### config.mk
export PLATFORM = sky130hd
export DESIGN_NAME = gdp_top
export DESIGN_NICKNAME = d
export VERILOG_FILES = /design/src/gdp_pkg.sv /design/src/gdp_sync.sv /design/src/gdp_timer.sv /design/src/gdp_top.sv
export SDC_FILE = /design/constraint.sdc
export NUM_CORES = 1
export LEC_CHECK = 0
export BUFFER_PORTS_ARGS = -buffer_cell sky130_fd_sc_hd__buf_2
export CAP_MARGIN = 40
export CORE_MARGIN = 1
export CORE_UTILIZATION = 60
export CTS_BUF_LIST = sky130_fd_sc_hd__clkbuf_8
export CTS_CLUSTER_SIZE = 40
export DETAILED_ROUTE_END_ITERATION = 6
export GPL_ROUTABILITY_DRIVEN = 0
export PLACE_DENSITY = 0.9
export SLEW_MARGIN = 15
export SYNTH_ARGS = -nofsm -noshare
export SYNTH_HDL_FRONTEND = slang
export SYNTH_SLANG_ARGS = --single-unit
### constraint.sdc
create_clock -name clk -period 2.77 [get_ports clk]
set_input_delay 0.831 -clock clk [delete_from_list [all_inputs] [get_ports clk]]
set_output_delay 0.831 -clock clk [all_outputs]
set_load 0.005 [all_outputs]
### src/gdp_pkg.sv
// Package: register map, field layout and timing of the driver settings
package gdp_pkg;
   // Register bus width
   localparam int ADDR_W = 8;
   localparam int DATA_W = 32;
   // Register offsets
   localparam logic [7:0] OFS_FIRST = 8'hAC;
   localparam logic [7:0] OFS_SECOND = 8'hAE;
   localparam logic [7:0] OFS_STATUS = 8'hB0;
   localparam logic [7:0] OFS_MASK = 8'hB1;
   localparam logic [7:0] OFS_CTRL = 8'hB2;
   localparam logic [7:0] OFS_STATE = 8'hB3;
   // Reset values
   localparam logic [31:0] RST_FIRST = 32'h10228100;
   localparam logic [31:0] RST_SECOND = 32'h01200000;
   localparam logic [3:0] RST_MASK = 4'h0;
   // Field positions in the first settings register
   localparam int SLEW_LO = 26;
   localparam int OV_SEL_BIT = 19;
   localparam int OV_ON_BIT = 18;
   localparam int HOT_REP_BIT = 16;
   localparam int RETRY_BIT = 11;
   localparam int OC_LVL_BIT = 10;
   localparam int OC_MODE_LO = 8;
   localparam int GAIN_LO = 0;
   // Control register bits
   localparam int CTRL_AUTO_GAIN = 0;
   localparam int CTRL_CLR_LATCH = 1;
   // Status bits
   localparam int NUM_EV = 4;
   localparam int EV_OC = 0;
   localparam int EV_OV = 1;
   localparam int EV_HOT = 2;
   localparam int EV_RETRY = 3;
   // Overcurrent responses
   localparam logic [1:0] OC_LATCH = 2'h0;
   localparam logic [1:0] OC_RETRY = 2'h1;
   localparam logic [1:0] OC_REPORT = 2'h2;
   localparam logic [1:0] OC_IGNORE = 2'h3;
   // Times and clock rate
   localparam longint CLK_HZ = 50000000;
   localparam longint RETRY_SHORT_MS = 5;
   localparam longint RETRY_LONG_MS = 500;
   localparam longint GAIN_TUNE_MS = 1;
   localparam longint SHORT_CYC = CLK_HZ / 1000 * RETRY_SHORT_MS;
   localparam longint LONG_CYC = CLK_HZ / 1000 * RETRY_LONG_MS;
   localparam longint TUNE_CYC = CLK_HZ / 1000 * GAIN_TUNE_MS;
   // Analog comparator flags from the power stage
   typedef struct packed {
      logic hot_warning;
      logic above_24a;
      logic above_16a;
      logic supply_above_32v;
      logic supply_above_20v;
   } gdp_sense_t;
   // Settings handed to the analog stage
   typedef struct packed {
      logic [1:0] slew_sel;
      logic [1:0] sense_gain;
      logic oc_level_24a;
   } gdp_analog_t;
endpackage

### src/gdp_sync.sv
// Two-stage synchroniser for asynchronous inputs
`timescale 1ns/1ps
module gdp_sync #(
   parameter int W = 1
) (
   input wire logic clk,
   input wire logic rstn,
   input wire logic [W-1:0] din,
   output logic [W-1:0] dout
);
   // First stage, read only by second stage
   logic [W-1:0] meta_q;

   // Both stages clear on reset
   always_ff @(posedge clk) begin
      if (!rstn) begin
         meta_q <= '0;
         dout <= '0;
      end else begin
         meta_q <= din;
         dout <= meta_q;
      end
   end
endmodule

### src/gdp_timer.sv
// Down counter giving a one-cycle pulse when a started interval ends
`timescale 1ns/1ps
module gdp_timer #(
   parameter int W = 25
) (
   input wire logic clk,
   input wire logic rstn,
   input wire logic start,
   input wire logic [W-1:0] cycles,
   output logic busy,
   output logic done
);
   // Remaining cycles
   logic [W-1:0] cnt_q;

   // Start reloads, else count to zero
   always_ff @(posedge clk) begin
      if (!rstn) begin
         cnt_q <= '0;
         busy <= 1'b0;
         done <= 1'b0;
      end else if (start) begin
         cnt_q <= cycles;
         busy <= 1'b1;
         done <= 1'b0;
      end else begin
         done <= busy && (cnt_q <= W'(1));
         busy <= busy && (cnt_q > W'(1));
         cnt_q <= busy ? cnt_q - W'(1) : cnt_q;
      end
   end
endmodule

### src/gdp_top.sv
// Gate driver and protection settings with fault handling
//
// Summary of operation
// Slew field picks 25/50/125/200 V/us
// Threshold bit: clear 32 V, set 20 V
// Overvoltage enable bit, reset off
// Hot warning drives fault pin when enabled
// Retry bit: clear 5 ms, set 500 ms
// Trip level bit: clear 16 A, set 24 A
// Response 0: latched fault until cleared
// Response 1 (reset): fault auto-retries
// Response 2: report only, outputs run
// Response 3: no report, no action
// Fixed gain code used without auto gain
// Auto gain retunes every millisecond
// Threshold inert while protection disabled
`timescale 1ns/1ps
module gdp_top #(
   parameter longint RETRY_SHORT = gdp_pkg::SHORT_CYC,
   parameter longint RETRY_LONG = gdp_pkg::LONG_CYC,
   parameter longint TUNE_PERIOD = gdp_pkg::TUNE_CYC
) (
   input wire logic clk,
   input wire logic rstn,
   input wire logic [gdp_pkg::ADDR_W-1:0] addr,
   input wire logic [gdp_pkg::DATA_W-1:0] wdata,
   input wire logic wr,
   input wire logic rd,
   output logic [gdp_pkg::DATA_W-1:0] rdata,
   input wire gdp_pkg::gdp_sense_t sense,
   input wire logic [1:0] current_range,
   output gdp_pkg::gdp_analog_t analog,
   output logic bridge_off,
   output logic overvolt_trip,
   output logic fault_pin_n,
   output logic irq
);
   localparam int TW = 25;

   // Stored settings, full words since reserved bits are R/W
   logic [31:0] first_q;
   logic [31:0] second_q;
   // Interrupt status and mask
   logic [3:0] status_q;
   logic [3:0] mask_q;
   // Own control bit for automatic gain
   logic auto_gain_q;
   // Registered read data
   logic [31:0] rdata_q;

   // Synchronised comparator flags and range code
   gdp_pkg::gdp_sense_t sense_s;
   logic [1:0] range_s;

   // Address decode
   wire hit_first = addr == gdp_pkg::OFS_FIRST;
   wire hit_second = addr == gdp_pkg::OFS_SECOND;
   wire hit_status = addr == gdp_pkg::OFS_STATUS;
   wire hit_mask = addr == gdp_pkg::OFS_MASK;
   wire hit_ctrl = addr == gdp_pkg::OFS_CTRL;
   wire hit_state = addr == gdp_pkg::OFS_STATE;
   wire wr_first = wr && hit_first;
   wire wr_second = wr && hit_second;
   wire wr_mask = wr && hit_mask;
   wire wr_ctrl = wr && hit_ctrl;
   wire rd_status = rd && hit_status;

   // Field views of the first register
   wire [1:0] slew_rate = first_q[gdp_pkg::SLEW_LO +: 2];
   wire supply_overvolt_threshold_sel = first_q[gdp_pkg::OV_SEL_BIT];
   wire supply_overvolt_protect_on = first_q[gdp_pkg::OV_ON_BIT];
   wire hot_warning_report_on = first_q[gdp_pkg::HOT_REP_BIT];
   wire overcurrent_retry_interval = first_q[gdp_pkg::RETRY_BIT];
   wire overcurrent_trip_level = first_q[gdp_pkg::OC_LVL_BIT];
   wire [1:0] overcurrent_response = first_q[gdp_pkg::OC_MODE_LO +: 2];
   wire [1:0] sense_amp_fixed_gain = first_q[gdp_pkg::GAIN_LO +: 2];

   // Latch clear strobe, write one to clear
   wire clr_latch = wr_ctrl && wdata[gdp_pkg::CTRL_CLR_LATCH];

   // Bring the analog flags into the clock domain
   gdp_sync #(
      .W(5)
   ) u_sense_sync (
      .clk(clk),
      .rstn(rstn),
      .din(sense),
      .dout(sense_s)
   );

   // Range code is slow, a plain two-stage pass is enough
   gdp_sync #(
      .W(2)
   ) u_range_sync (
      .clk(clk),
      .rstn(rstn),
      .din(current_range),
      .dout(range_s)
   );

   // trip threshold select
   wire oc_level = overcurrent_trip_level ? sense_s.above_24a
                                          : sense_s.above_16a;
   // Previous trip level for edge detection
   logic oc_prev_q;
   wire oc_rise = oc_level && !oc_prev_q;

   // code 3 takes no notice of the event
   wire oc_seen = oc_rise && (overcurrent_response != gdp_pkg::OC_IGNORE);

   // level picks 20 V when set, 32 V when clear
   wire ov_level = supply_overvolt_threshold_sel ? sense_s.supply_above_20v
                                                 : sense_s.supply_above_32v;
   // no protective effect while disabled
   wire ov_active = supply_overvolt_protect_on && ov_level;
   // Previous overvoltage state
   logic ov_prev_q;

   // hot warning gated by report enable
   wire hot_report = hot_warning_report_on && sense_s.hot_warning;
   // Previous hot warning report
   logic hot_prev_q;

   // Overcurrent fault held, latched or waiting for retry
   logic oc_hold_q;
   // Fault reported with outputs running
   logic oc_report_q;
   // Whether the held fault is the retrying kind
   logic oc_auto_q;

   // Retry interval choice
   logic [TW-1:0] retry_cycles;
   // R5 5 ms when clear, 500 ms when set
   assign retry_cycles = overcurrent_retry_interval ? TW'(RETRY_LONG)
                                                    : TW'(RETRY_SHORT);

   // Retry timer starts on an auto-retry trip
   wire retry_start = oc_rise &&
                      (overcurrent_response == gdp_pkg::OC_RETRY);
   logic retry_busy;
   logic retry_done;

   gdp_timer #(
      .W(TW)
   ) u_retry (
      .clk(clk),
      .rstn(rstn),
      .start(retry_start),
      .cycles(retry_cycles),
      .busy(retry_busy),
      .done(retry_done)
   );

   // Edge history of the watched levels
   always_ff @(posedge clk) begin
      if (!rstn) begin
         oc_prev_q <= 1'b0;
         ov_prev_q <= 1'b0;
         hot_prev_q <= 1'b0;
      end else begin
         oc_prev_q <= oc_level;
         ov_prev_q <= ov_active;
         hot_prev_q <= hot_report;
      end
   end

   // Held overcurrent fault; a new trip wins over a clear
   always_ff @(posedge clk) begin
      if (!rstn) begin
         oc_hold_q <= 1'b0;
         oc_auto_q <= 1'b0;
      end else if (oc_rise) begin
         case (overcurrent_response)
            // latched fault until cleared
            gdp_pkg::OC_LATCH: begin
               oc_hold_q <= 1'b1;
               oc_auto_q <= 1'b0;
            end
            // fault that clears itself
            gdp_pkg::OC_RETRY: begin
               oc_hold_q <= 1'b1;
               oc_auto_q <= 1'b1;
            end
            // Report only or ignore: no hold
            default: begin
               oc_hold_q <= oc_hold_q;
               oc_auto_q <= oc_auto_q;
            end
         endcase
      end else if (oc_auto_q && retry_done) begin
         // release when the retry time runs out
         oc_hold_q <= 1'b0;
         oc_auto_q <= 1'b0;
      end else if (!oc_auto_q && clr_latch) begin
         // software clear of the latched fault
         oc_hold_q <= 1'b0;
      end
   end

   // Report-only fault shown while the overcurrent lasts
   always_ff @(posedge clk) begin
      if (!rstn) begin
         oc_report_q <= 1'b0;
      end else begin
         // report without protective action
         oc_report_q <= oc_level &&
                        (overcurrent_response == gdp_pkg::OC_REPORT);
      end
   end

   // Automatic gain tuning tick
   logic [TW-1:0] tune_cnt_q;
   wire tune_tick = tune_cnt_q == '0;
   // Gain chosen by the automatic loop
   logic [1:0] auto_gain_val_q;

   // retune once per millisecond while enabled
   always_ff @(posedge clk) begin
      if (!rstn) begin
         tune_cnt_q <= TW'(TUNE_PERIOD - 1);
         auto_gain_val_q <= 2'h0;
      end else if (!auto_gain_q) begin
         tune_cnt_q <= TW'(TUNE_PERIOD - 1);
         auto_gain_val_q <= auto_gain_val_q;
      end else if (tune_tick) begin
         tune_cnt_q <= TW'(TUNE_PERIOD - 1);
         // Small currents get the high gain
         auto_gain_val_q <= ~range_s;
      end else begin
         tune_cnt_q <= tune_cnt_q - TW'(1);
      end
   end

   // fixed gain only while automatic gain is off
   wire [1:0] gain_now = auto_gain_q ? auto_gain_val_q
                                     : sense_amp_fixed_gain;

   // Events for the sticky status bits
   logic [3:0] ev;
   assign ev[gdp_pkg::EV_OC] = oc_seen;
   assign ev[gdp_pkg::EV_OV] = ov_active && !ov_prev_q;
   assign ev[gdp_pkg::EV_HOT] = hot_report && !hot_prev_q;
   assign ev[gdp_pkg::EV_RETRY] = oc_auto_q && retry_done;

   // Sticky status, read clears, new event wins
   always_ff @(posedge clk) begin
      if (!rstn) begin
         status_q <= '0;
      end else if (rd_status) begin
         status_q <= ev;
      end else begin
         status_q <= status_q | ev;
      end
   end

   // Settings registers, written whole
   always_ff @(posedge clk) begin
      if (!rstn) begin
         // protection off after reset
         first_q <= gdp_pkg::RST_FIRST;
         second_q <= gdp_pkg::RST_SECOND;
      end else begin
         if (wr_first) begin
            first_q <= wdata;
         end
         if (wr_second) begin
            second_q <= wdata;
         end
      end
   end

   // Mask and control
   always_ff @(posedge clk) begin
      if (!rstn) begin
         mask_q <= gdp_pkg::RST_MASK;
         auto_gain_q <= 1'b0;
      end else begin
         if (wr_mask) begin
            mask_q <= wdata[3:0];
         end
         if (wr_ctrl) begin
            auto_gain_q <= wdata[gdp_pkg::CTRL_AUTO_GAIN];
         end
      end
   end

   // Live state word for software
   wire [31:0] state_word = {24'h0, retry_busy, gain_now,
                             hot_report, ov_active, oc_report_q,
                             oc_auto_q, oc_hold_q};

   // Read mux; unmapped addresses read zero
   logic [31:0] rd_mux;
   assign rd_mux = hit_first ? first_q :
                   hit_second ? second_q :
                   hit_status ? {28'h0, status_q} :
                   hit_mask ? {28'h0, mask_q} :
                   hit_ctrl ? {31'h0, auto_gain_q} :
                   hit_state ? state_word : 32'h0;

   // Read data stands for the one cycle after the strobe
   always_ff @(posedge clk) begin
      if (!rstn) begin
         rdata_q <= '0;
      end else begin
         rdata_q <= rd ? rd_mux : 32'h0;
      end
   end
   assign rdata = rdata_q;

   // Registered outputs to the power stage and the fault pin
   always_ff @(posedge clk) begin
      if (!rstn) begin
         analog <= '0;
         bridge_off <= 1'b0;
         overvolt_trip <= 1'b0;
         fault_pin_n <= 1'b1;
         irq <= 1'b0;
      end else begin
         // slew code to the driver
         analog.slew_sel <= slew_rate;
         analog.sense_gain <= gain_now;
         analog.oc_level_24a <= overcurrent_trip_level;
         // held fault stops the bridge
         bridge_off <= oc_hold_q || ov_active;
         overvolt_trip <= ov_active;
         // fault pin collects reported faults
         fault_pin_n <= !(oc_hold_q || oc_report_q ||
                          ov_active || hot_report);
         irq <= |(status_q & mask_q);
      end
   end
endmodule

==> impl_table.tex, run 1 <==
\begin{tabular}{lr}
\hline
Metric & Value \\
\hline
\multicolumn{2}{l}{\textbf{Synthesis}} \\
Post-synthesis async set-or-reset flop share & 0\% \\
Number of enable-type register cells in the synthesized netlist & 0 \\
Number of nets in the synthesized netlist & 855 \\
Number of warnings reported in the yosys synthesis log & 0 \\
Cell count after synthesis & 800 \\
Post-synth design cell area & 7340 µm² \\
Distinct cells, synth & 58 \\
Mean post-synth cell area & 9.18 µm² \\
Number of synthesized register bits & 187 \\
Synth top area cells & sky130\_fd\_sc\_hd\_\_dfxtp\_1, sky130\_fd\_sc\_hd\_\_mux2i\_1, sky130\_fd\_sc\_hd\_\_nand2\_1 \\
Top-area cell type share of the netlist area & 51.0\% \\
Sequential-to-total area share from yosys stat & 51.0\% \\
Primary FF master, synth & sky130\_fd\_sc\_hd\_\_dfxtp\_1 \\
Area leader, netlist & sky130\_fd\_sc\_hd\_\_dfxtp\_1 \\
\multicolumn{2}{l}{\textbf{Clock tree}} \\
TritonCTS clock tree & built \\
Postcts setup bufs & 0 \\
Total number of H-tree levels & 4 \\
Clk\_lat worst skew & 460 ps \\
Clock Sinks & 187 \\
Count of hold buffers inserted by post-cts repair & 0 \\
Clock buffers created by TritonCTS & 17 \\
Clock Tree Buf Depth & 2 \\
Clock-pin transition on the worst setup and hold timing paths & 90 ps \\
Resize count post-CTS & 0 \\
Cell chosen for the clock root & sky130\_fd\_sc\_hd\_\_clkbuf\_8 \\
\multicolumn{2}{l}{\textbf{Timing}} \\
Layout Skew & 15.8 ps \\
Highest Clock Rate & 468 MHz \\
Final Hold Vio Count & 0 \\
Max-slew violation count & 0 \\
Unrepaired setup endpoints after global routing & no \\
Crit share post-route & 77.1\% \\
Post-layout min period & 2140 ps \\
Worst-case headroom to the max-slew limit & 47.6\% \\
Worst Tran Pin Value & 780 ps \\
Setup-failing EPs final & 0 \\
Total negative slack & 0 ps \\
\multicolumn{2}{l}{\textbf{Finish}} \\
Combined area of the multi-input logic cells & 3390 µm² \\
Layout-stage area growth over the synthesis result & 14.3\% \\
Fill cell total of the finished layout & 857 \\
Final layout net count & 942 \\
Cell area after layout & 8390 µm² \\
Layout cell share with drive strength beyond 1 & 19.1\% \\
Leading cell type in the layout, fill and taps excluded & sky130\_fd\_sc\_hd\_\_dfxtp\_1 \\
Footprint of the flip-flops and latches & 3740 µm² \\
Ant diodes & 0 \\
Finished Layout Cells & 1,047 \\
Commonest non-fill, non-tap cells in the layout & sky130\_fd\_sc\_hd\_\_dfxtp\_1, sky130\_fd\_sc\_hd\_\_nand2\_1, sky130\_fd\_sc\_hd\_\_buf\_2 \\
\multicolumn{2}{l}{\textbf{Setup path}} \\
Slowest stage cell, crit path & sky130\_fd\_sc\_hd\_\_nor4\_1 \\
Peak per-stage delay on the critical path & 590 ps \\
Setup slack of the worst register-to-register path & 630 ps \\
Required time of the worst setup path & 3170 ps \\
Data arrival time at the worst-slack endpoint & 2540 ps \\
Cell breakdown of the critical path & nor4\_1 -> nand4\_1 -> or4\_1 -> a21oi\_1 \\
Startpoint kind of the worst setup timing path & register \\
Kind of cell adding the most delay to the critical path & simple AND/OR/NAND/NOR gates \\
Type of destination of the critical path & register \\
CP Buf/Inv Count & 0 \\
Reg-to-reg critical path startpoint & tune\_cnt\_q[13]\$\_SDFF\_PP0\_ \\
Launch point of the critical path & tune\_cnt\_q[13]\$\_SDFF\_PP0\_ \\
CP max FO & 9 \\
Critical Setup Path Class & register to register \\
\multicolumn{2}{l}{\textbf{Global route}} \\
Initial antenna violation count & 0 \\
Wire length of the first global-routing pass & 27.1 mm \\
Number of global-route vias before repair & 5,781 \\
All-layer global routing usage & 26.6\% \\
Total global routing overflow & 0 \\
Largest net degree at the start of global routing & 31 \\
\multicolumn{2}{l}{\textbf{Placement}} \\
Placed Cells incl. Taps & 1,015 \\
HPWL reported at the end of detailed placement & 10.8 mm \\
Cell area after placement & 8010 µm² \\
Number of buffer cells added on primary ports & 91 \\
\multicolumn{2}{l}{\textbf{Min path}} \\
HP Start & u\_range\_sync.meta\_q[1]\$\_SDFF\_PN0\_ \\
Worst hold path class & register to register \\
\multicolumn{2}{l}{\textbf{Power}} \\
Cell internal pwr & 3.62 mW \\
Largest vdd supply drop & 0.431 mV \\
Total power density per cell area & 581 nW/µm² \\
Share of power burned in registers & 56.9\% \\
Sw Pwr & 1.25 mW \\
Combinational power share & 7.3\% \\
LEAKAGE & 3.11 nW \\
Proportion of total power due to net switching & 25.7\% \\
Clock share of power & 35.8\% \\
\multicolumn{2}{l}{\textbf{Route}} \\
Antenna Violating Nets Remaining & 0 \\
Via density per instance & 5.86 \\
Total number of vias & 6,135 \\
WL/cell & 15.6 µm \\
Total wire length after detailed routing & 16.3 mm \\
First-pass iteration count of the detailed router & 6 \\
Detailed Route Iter0 Violations & 619 \\
Remaining routing DRC violations & 0 \\
\multicolumn{2}{l}{\textbf{Floorplan}} \\
Die Outline Area & 12,700 µm² \\
Core ar. & 12,000 µm² \\
Vert. Die Dim & 113 µm \\
Width of the chip & 113 µm \\
Number of top-level design ports & 92 \\
Effective utilization at floorplan & 61.4\% \\
FP Rows & 40 \\
\multicolumn{2}{l}{\textbf{Outcome}} \\
Outcome & finished, final reports clean \\
\multicolumn{2}{l}{\textbf{Job}} \\
Max-capacitance violation count & 0 \\
\hline
\end{tabular}
==> power groups by stage <==
stage / Clock (mW) / Sequential, mW / Combinational, mW
floorplan: 0 / 2.83 / 0.240
global placement: 0 / 2.83 / 0.342
detailed placement: 0 / 2.84 / 0.349
CTS: 1.76 / 2.77 / 0.353
global route: 1.88 / 2.78 / 0.391
finish: 1.75 / 2.77 / 0.355
==> cell families (layout without fill, tap and decap cells) <==
logic type,count (synthesis),in the layout,share of synthesized area (%)
flops,187,187,51.0
compound gates,150,150,12.9
mux,48,48,6.82
xor+xnor,20,20,2.39
fa+ha+maj,4,4,0.682
buf+inv,57,157,3.05
simple gates,334,334,23.2
==> area by class of cell <==
class,instances,share of cell area [%]
well taps,147,2.19
multi-input cells,556,40.4
clock buffers,18,2.95
clock inverters,14,1.61
flip-flops and latches,187,44.6
repair buffers,111,7.66
inverters,14,0.626
==> per-layer routing <==
metal	track usage (%)	share of wire [%]	routed length, µm	vias up
met3	5.94	6.9	1120	24
met2	43.5	48	7840	217
met1	35.0	44	7100	2897
met4	8.71	1.5	239	0
met5	0	0	0	-
li1	-	-	-	2997
==> sequential cells by signal, summed over array words and instances (netlist names), 5 cells and up <==
signal	flops
first_q	32
rdata	32
second_q	32
tune_cnt_q	25
u_retry.cnt_q	25
analog	5
u_sense_sync.dout	5
u_sense_sync.meta_q	5
==> cells in the mapped netlist, types with 2 or more instances <==
library cell	number
sky130_fd_sc_hd__and3b_1	2
sky130_fd_sc_hd__or2_2	4
sky130_fd_sc_hd__nand4_1	14
sky130_fd_sc_hd__or3_1	9
sky130_fd_sc_hd__nand2b_1	8
sky130_fd_sc_hd__o41ai_1	2
sky130_fd_sc_hd__nor4_1	9
sky130_fd_sc_hd__mux2i_1	41
sky130_fd_sc_hd__a21oi_1	61
sky130_fd_sc_hd__nand3b_1	5
sky130_fd_sc_hd__buf_2	5
sky130_fd_sc_hd__or3_2	2
sky130_fd_sc_hd__inv_1	14
sky130_fd_sc_hd__and4_1	2
sky130_fd_sc_hd__o21ai_0	17
sky130_fd_sc_hd__nor4_2	2
sky130_fd_sc_hd__or4_1	12
sky130_fd_sc_hd__dfxtp_1	187
sky130_fd_sc_hd__nor4_4	2
sky130_fd_sc_hd__a22oi_1	31
sky130_fd_sc_hd__a221oi_1	3
sky130_fd_sc_hd__or3b_2	3
sky130_fd_sc_hd__ha_1	4
sky130_fd_sc_hd__clkbuf_1	37
sky130_fd_sc_hd__xnor2_1	10
sky130_fd_sc_hd__a211oi_1	2
sky130_fd_sc_hd__nor3b_1	3
sky130_fd_sc_hd__nand2_1	102
sky130_fd_sc_hd__or4_4	2
sky130_fd_sc_hd__nor2_1	90
sky130_fd_sc_hd__xor2_1	10
sky130_fd_sc_hd__mux2_2	6
sky130_fd_sc_hd__and3_1	5
sky130_fd_sc_hd__a31oi_1	8
sky130_fd_sc_hd__and2_1	22
sky130_fd_sc_hd__nor3_1	14
sky130_fd_sc_hd__nand3_1	12
sky130_fd_sc_hd__nor4b_1	5
sky130_fd_sc_hd__o21ai_1	2
sky130_fd_sc_hd__o31ai_1	12
sky130_fd_sc_hd__a22o_1	2
==> path summary, 6_finish.rpt <==
| path | cells after the start | to |
|---|---|---|
| min reg2reg | 1 | u_range_sync.dout[1]$_SDFF_PN0_ |
| max reg2reg | 4 | tune_cnt_q[18]$_SDFF_PP0_ |
| max | 4 | tune_cnt_q[18]$_SDFF_PP0_ |
| min | 1 | u_range_sync.dout[1]$_SDFF_PN0_ |
==> through the flow <==
| step | setup slack (ps) | hold WS (ps) | power (mW) | util [%] |
|---|---|---|---|---|
| CTS | 650 | 445 | 4.89 | 70.2 |
| finish | 634 | 436 | 4.88 | 70.2 |
| global placement | 231 | 414 | 3.17 | 67.0 |
| detailed placement | 224 | 422 | 3.18 | 67.0 |
| floorplan | 412 | 400 | 3.07 | - |
| global route | 392 | 464 | 5.05 | 70.2 |
Note: power is estimated with default switching activity, not from simulation.
==> run 2, diff against run 1 <==
--- a/config.mk
+++ b/config.mk
@@ -8,12 +8,12 @@
 export BUFFER_PORTS_ARGS = -buffer_cell sky130_fd_sc_hd__buf_2
 export CAP_MARGIN = 40
 export CORE_MARGIN = 1
-export CORE_UTILIZATION = 60
+export CORE_UTILIZATION = 54
 export CTS_BUF_LIST = sky130_fd_sc_hd__clkbuf_8
 export CTS_CLUSTER_SIZE = 40
 export DETAILED_ROUTE_END_ITERATION = 6
 export GPL_ROUTABILITY_DRIVEN = 0
-export PLACE_DENSITY = 0.9
+export PLACE_DENSITY = 0.86
 export SLEW_MARGIN = 15
 export SYNTH_ARGS = -nofsm -noshare
 export SYNTH_HDL_FRONTEND = slang
==> constraint.sdc (replaced) <==
create_clock -name clk -period 1.7 [get_ports clk]
set_input_delay 0.51 -clock clk [delete_from_list [all_inputs] [get_ports clk]]
set_output_delay 0.51 -clock clk [all_outputs]
set_load 0.005 [all_outputs]
==> impl_table.tex, run 2 (same netlist as run 1, synthesis figures left out) <==
\begin{tabular}{lr}
\hline
Metric & Value \\
\hline
\multicolumn{2}{l}{\textbf{Outcome}} \\
Outcome & finished, violations left \\
Failing checks & setup timing \\
\multicolumn{2}{l}{\textbf{Global route}} \\
All-layer global routing usage & 27.1\% \\
Initial antenna violation count & 1 \\
Largest net degree at the start of global routing & 49 \\
Number of global-route vias before repair & 6,327 \\
Total global routing overflow & 0 \\
Wire length of the first global-routing pass & 30.2 mm \\
\multicolumn{2}{l}{\textbf{Floorplan}} \\
Vert. Die Dim & 119 µm \\
Die Outline Area & 14,100 µm² \\
Number of top-level design ports & 92 \\
Core ar. & 13,200 µm² \\
FP Rows & 42 \\
Effective utilization at floorplan & 55.5\% \\
Width of the chip & 119 µm \\
\multicolumn{2}{l}{\textbf{Finish}} \\
Commonest non-fill, non-tap cells in the layout & sky130\_fd\_sc\_hd\_\_dfxtp\_1, sky130\_fd\_sc\_hd\_\_buf\_4, sky130\_fd\_sc\_hd\_\_nand2\_1 \\
Final layout net count & 1,030 \\
Leading cell type in the layout, fill and taps excluded & sky130\_fd\_sc\_hd\_\_dfxtp\_1 \\
Layout-stage area growth over the synthesis result & 29.3\% \\
Fill cell total of the finished layout & 911 \\
Layout cell share with drive strength beyond 1 & 32.0\% \\
\multicolumn{2}{l}{\textbf{Setup path}} \\
Setup slack of the worst register-to-register path & -250 ps \\
CP max FO & 7 \\
Data arrival time at the worst-slack endpoint & 2320 ps \\
Peak per-stage delay on the critical path & 550 ps \\
Type of destination of the critical path & register \\
Launch point of the critical path & tune\_cnt\_q[17]\$\_SDFF\_PP0\_ \\
Startpoint kind of the worst setup timing path & register \\
Required time of the worst setup path & 2070 ps \\
Kind of cell adding the most delay to the critical path & simple AND/OR/NAND/NOR gates \\
Slowest stage cell, crit path & sky130\_fd\_sc\_hd\_\_or4\_4 \\
Crit path depth & 6 \\
Critical Setup Path Class & register to register \\
Worst Reg-to-Reg Cells & 6 \\
CP Buf/Inv Count & 2 \\
Cell breakdown of the critical path & or4\_4 -> buf\_6 -> nand2b\_4 -> o311ai\_4 -> clkbuf\_16 -> a21oi\_1 \\
Reg-to-reg critical path startpoint & tune\_cnt\_q[17]\$\_SDFF\_PP0\_ \\
\multicolumn{2}{l}{\textbf{Timing}} \\
Setup-failing EPs final & 34 \\
Worst-case headroom to the max-slew limit & 66.1\% \\
Post-layout min period & 1950 ps \\
Worst Tran Pin Value & 502 ps \\
Worst hold slack after final layout & 233 ps \\
Crit share post-route & 115\% \\
Worst setup margin & -250 ps \\
Final Hold Vio Count & 0 \\
Highest Clock Rate & 513 MHz \\
Unrepaired setup endpoints after global routing & yes \\
Layout Skew & 11.7 ps \\
Max-slew violation count & 0 \\
\multicolumn{2}{l}{\textbf{Placement}} \\
HPWL reported at the end of detailed placement & 12.7 mm \\
Number of buffer cells added on primary ports & 91 \\
\multicolumn{2}{l}{\textbf{Route}} \\
Remaining routing DRC violations & 0 \\
Via density per instance & 5.76 \\
Total wire length after detailed routing & 20.0 mm \\
Detailed Route Iter0 Violations & 528 \\
Antenna Violating Nets Remaining & 0 \\
WL/cell & 17.1 µm \\
Total number of vias & 6,712 \\
First-pass iteration count of the detailed router & 5 \\
\multicolumn{2}{l}{\textbf{Job}} \\
Max-capacitance violation count & 0 \\
\multicolumn{2}{l}{\textbf{Min path}} \\
Worst hold path class & input port to register \\
HP Start & current\_range[0] \\
Worst hold path cell count & 2 \\
\multicolumn{2}{l}{\textbf{Clock tree}} \\
Clock Sinks & 187 \\
Count of hold buffers inserted by post-cts repair & 0 \\
Clock Tree Buf Depth & 2 \\
Clock-pin transition on the worst setup and hold timing paths & 100 ps \\
Clock buffers created by TritonCTS & 17 \\
Clk\_lat worst skew & 480 ps \\
Total number of H-tree levels & 4 \\
TritonCTS clock tree & built \\
Cell chosen for the clock root & sky130\_fd\_sc\_hd\_\_clkbuf\_8 \\
\multicolumn{2}{l}{\textbf{Power}} \\
Total power & 8.31 mW \\
Total power density per cell area & 875 nW/µm² \\
Largest vdd supply drop & 0.547 mV \\
LEAKAGE & 3.64 nW \\
\hline
\end{tabular}
-- run 2: worst paths after layout --
path	to
worst min register to register	u_sense_sync.dout[1]$_SDFF_PN0_
worst min-delay path	u_range_sync.meta_q[0]$_SDFF_PN0_
worst max-delay path	tune_cnt_q[11]$_SDFF_PP0_
worst max register to register	tune_cnt_q[11]$_SDFF_PP0_
-- run 2: layer usage --
metal  routed length (µm)  GRT usage, %
met5                    0             0
met4                  673          15.0
met3                 1120          5.89
met2                 9810          43.6
met1                 8360          33.6
-- run 2: repair_timing --
item	CTS	global route
endpoints found under the hold margin	0	0
buffers inserted	3	7
cloned	1	1
resized for setup	21	43
pin swaps	12	14
setup endpoints to repair	41	45
-- run 2: area by class of cell --
class / instances / area [µm²] / share of cell area (%)
inverter: 14 / 55.1 / 0.580
timing repair buffer: 199 / 1360 / 14.3
sequential: 187 / 3760 / 39.6
tap: 176 / 220 / 2.32
clock buffer: 18 / 248 / 2.61
clock inverter: 14 / 144 / 1.52
multi-input combinational: 556 / 3700 / 39.0
antenna: 1 / 2.50 / 0.0264
-- run 2: worst register-to-register path: cells and delay by family, from the launching register on --
family / cells / cell delay (ps)
flops: 1 / 340
buf+inv: 2 / 380
simple gates: 2 / 710
compound gates: 2 / 420
-- run 2: power breakdown --
group	total, mW	internal, mW	switching [mW]	leakage, nW
Clock	2.92	1.15	1.78	0.200
Combinational	0.876	0.402	0.474	1.93
Sequential	4.51	4.45	0.0606	1.52
Total	8.31	6.00	2.31	3.64
-- run 2: stage by stage --
stage | worst slack [ps] | util, % | cells | TNS, ps | area [µm²]
6_report | -250 | 71.7 | 1165 | -5390 | 9490
5_1_grt | -282 | 71.7 | 1165 | -7730 | 9490
4_1_cts | -177 | 70.0 | 1157 | -2230 | 9260
3_5_place_dp | -200 | 66.1 | 1121 | -11070 | 8750
3_3_place_gp | -198 | 66.1 | 1121 | -6910 | 8750
2_1_floorplan | -158 | - | 800 | -2960 | 7500
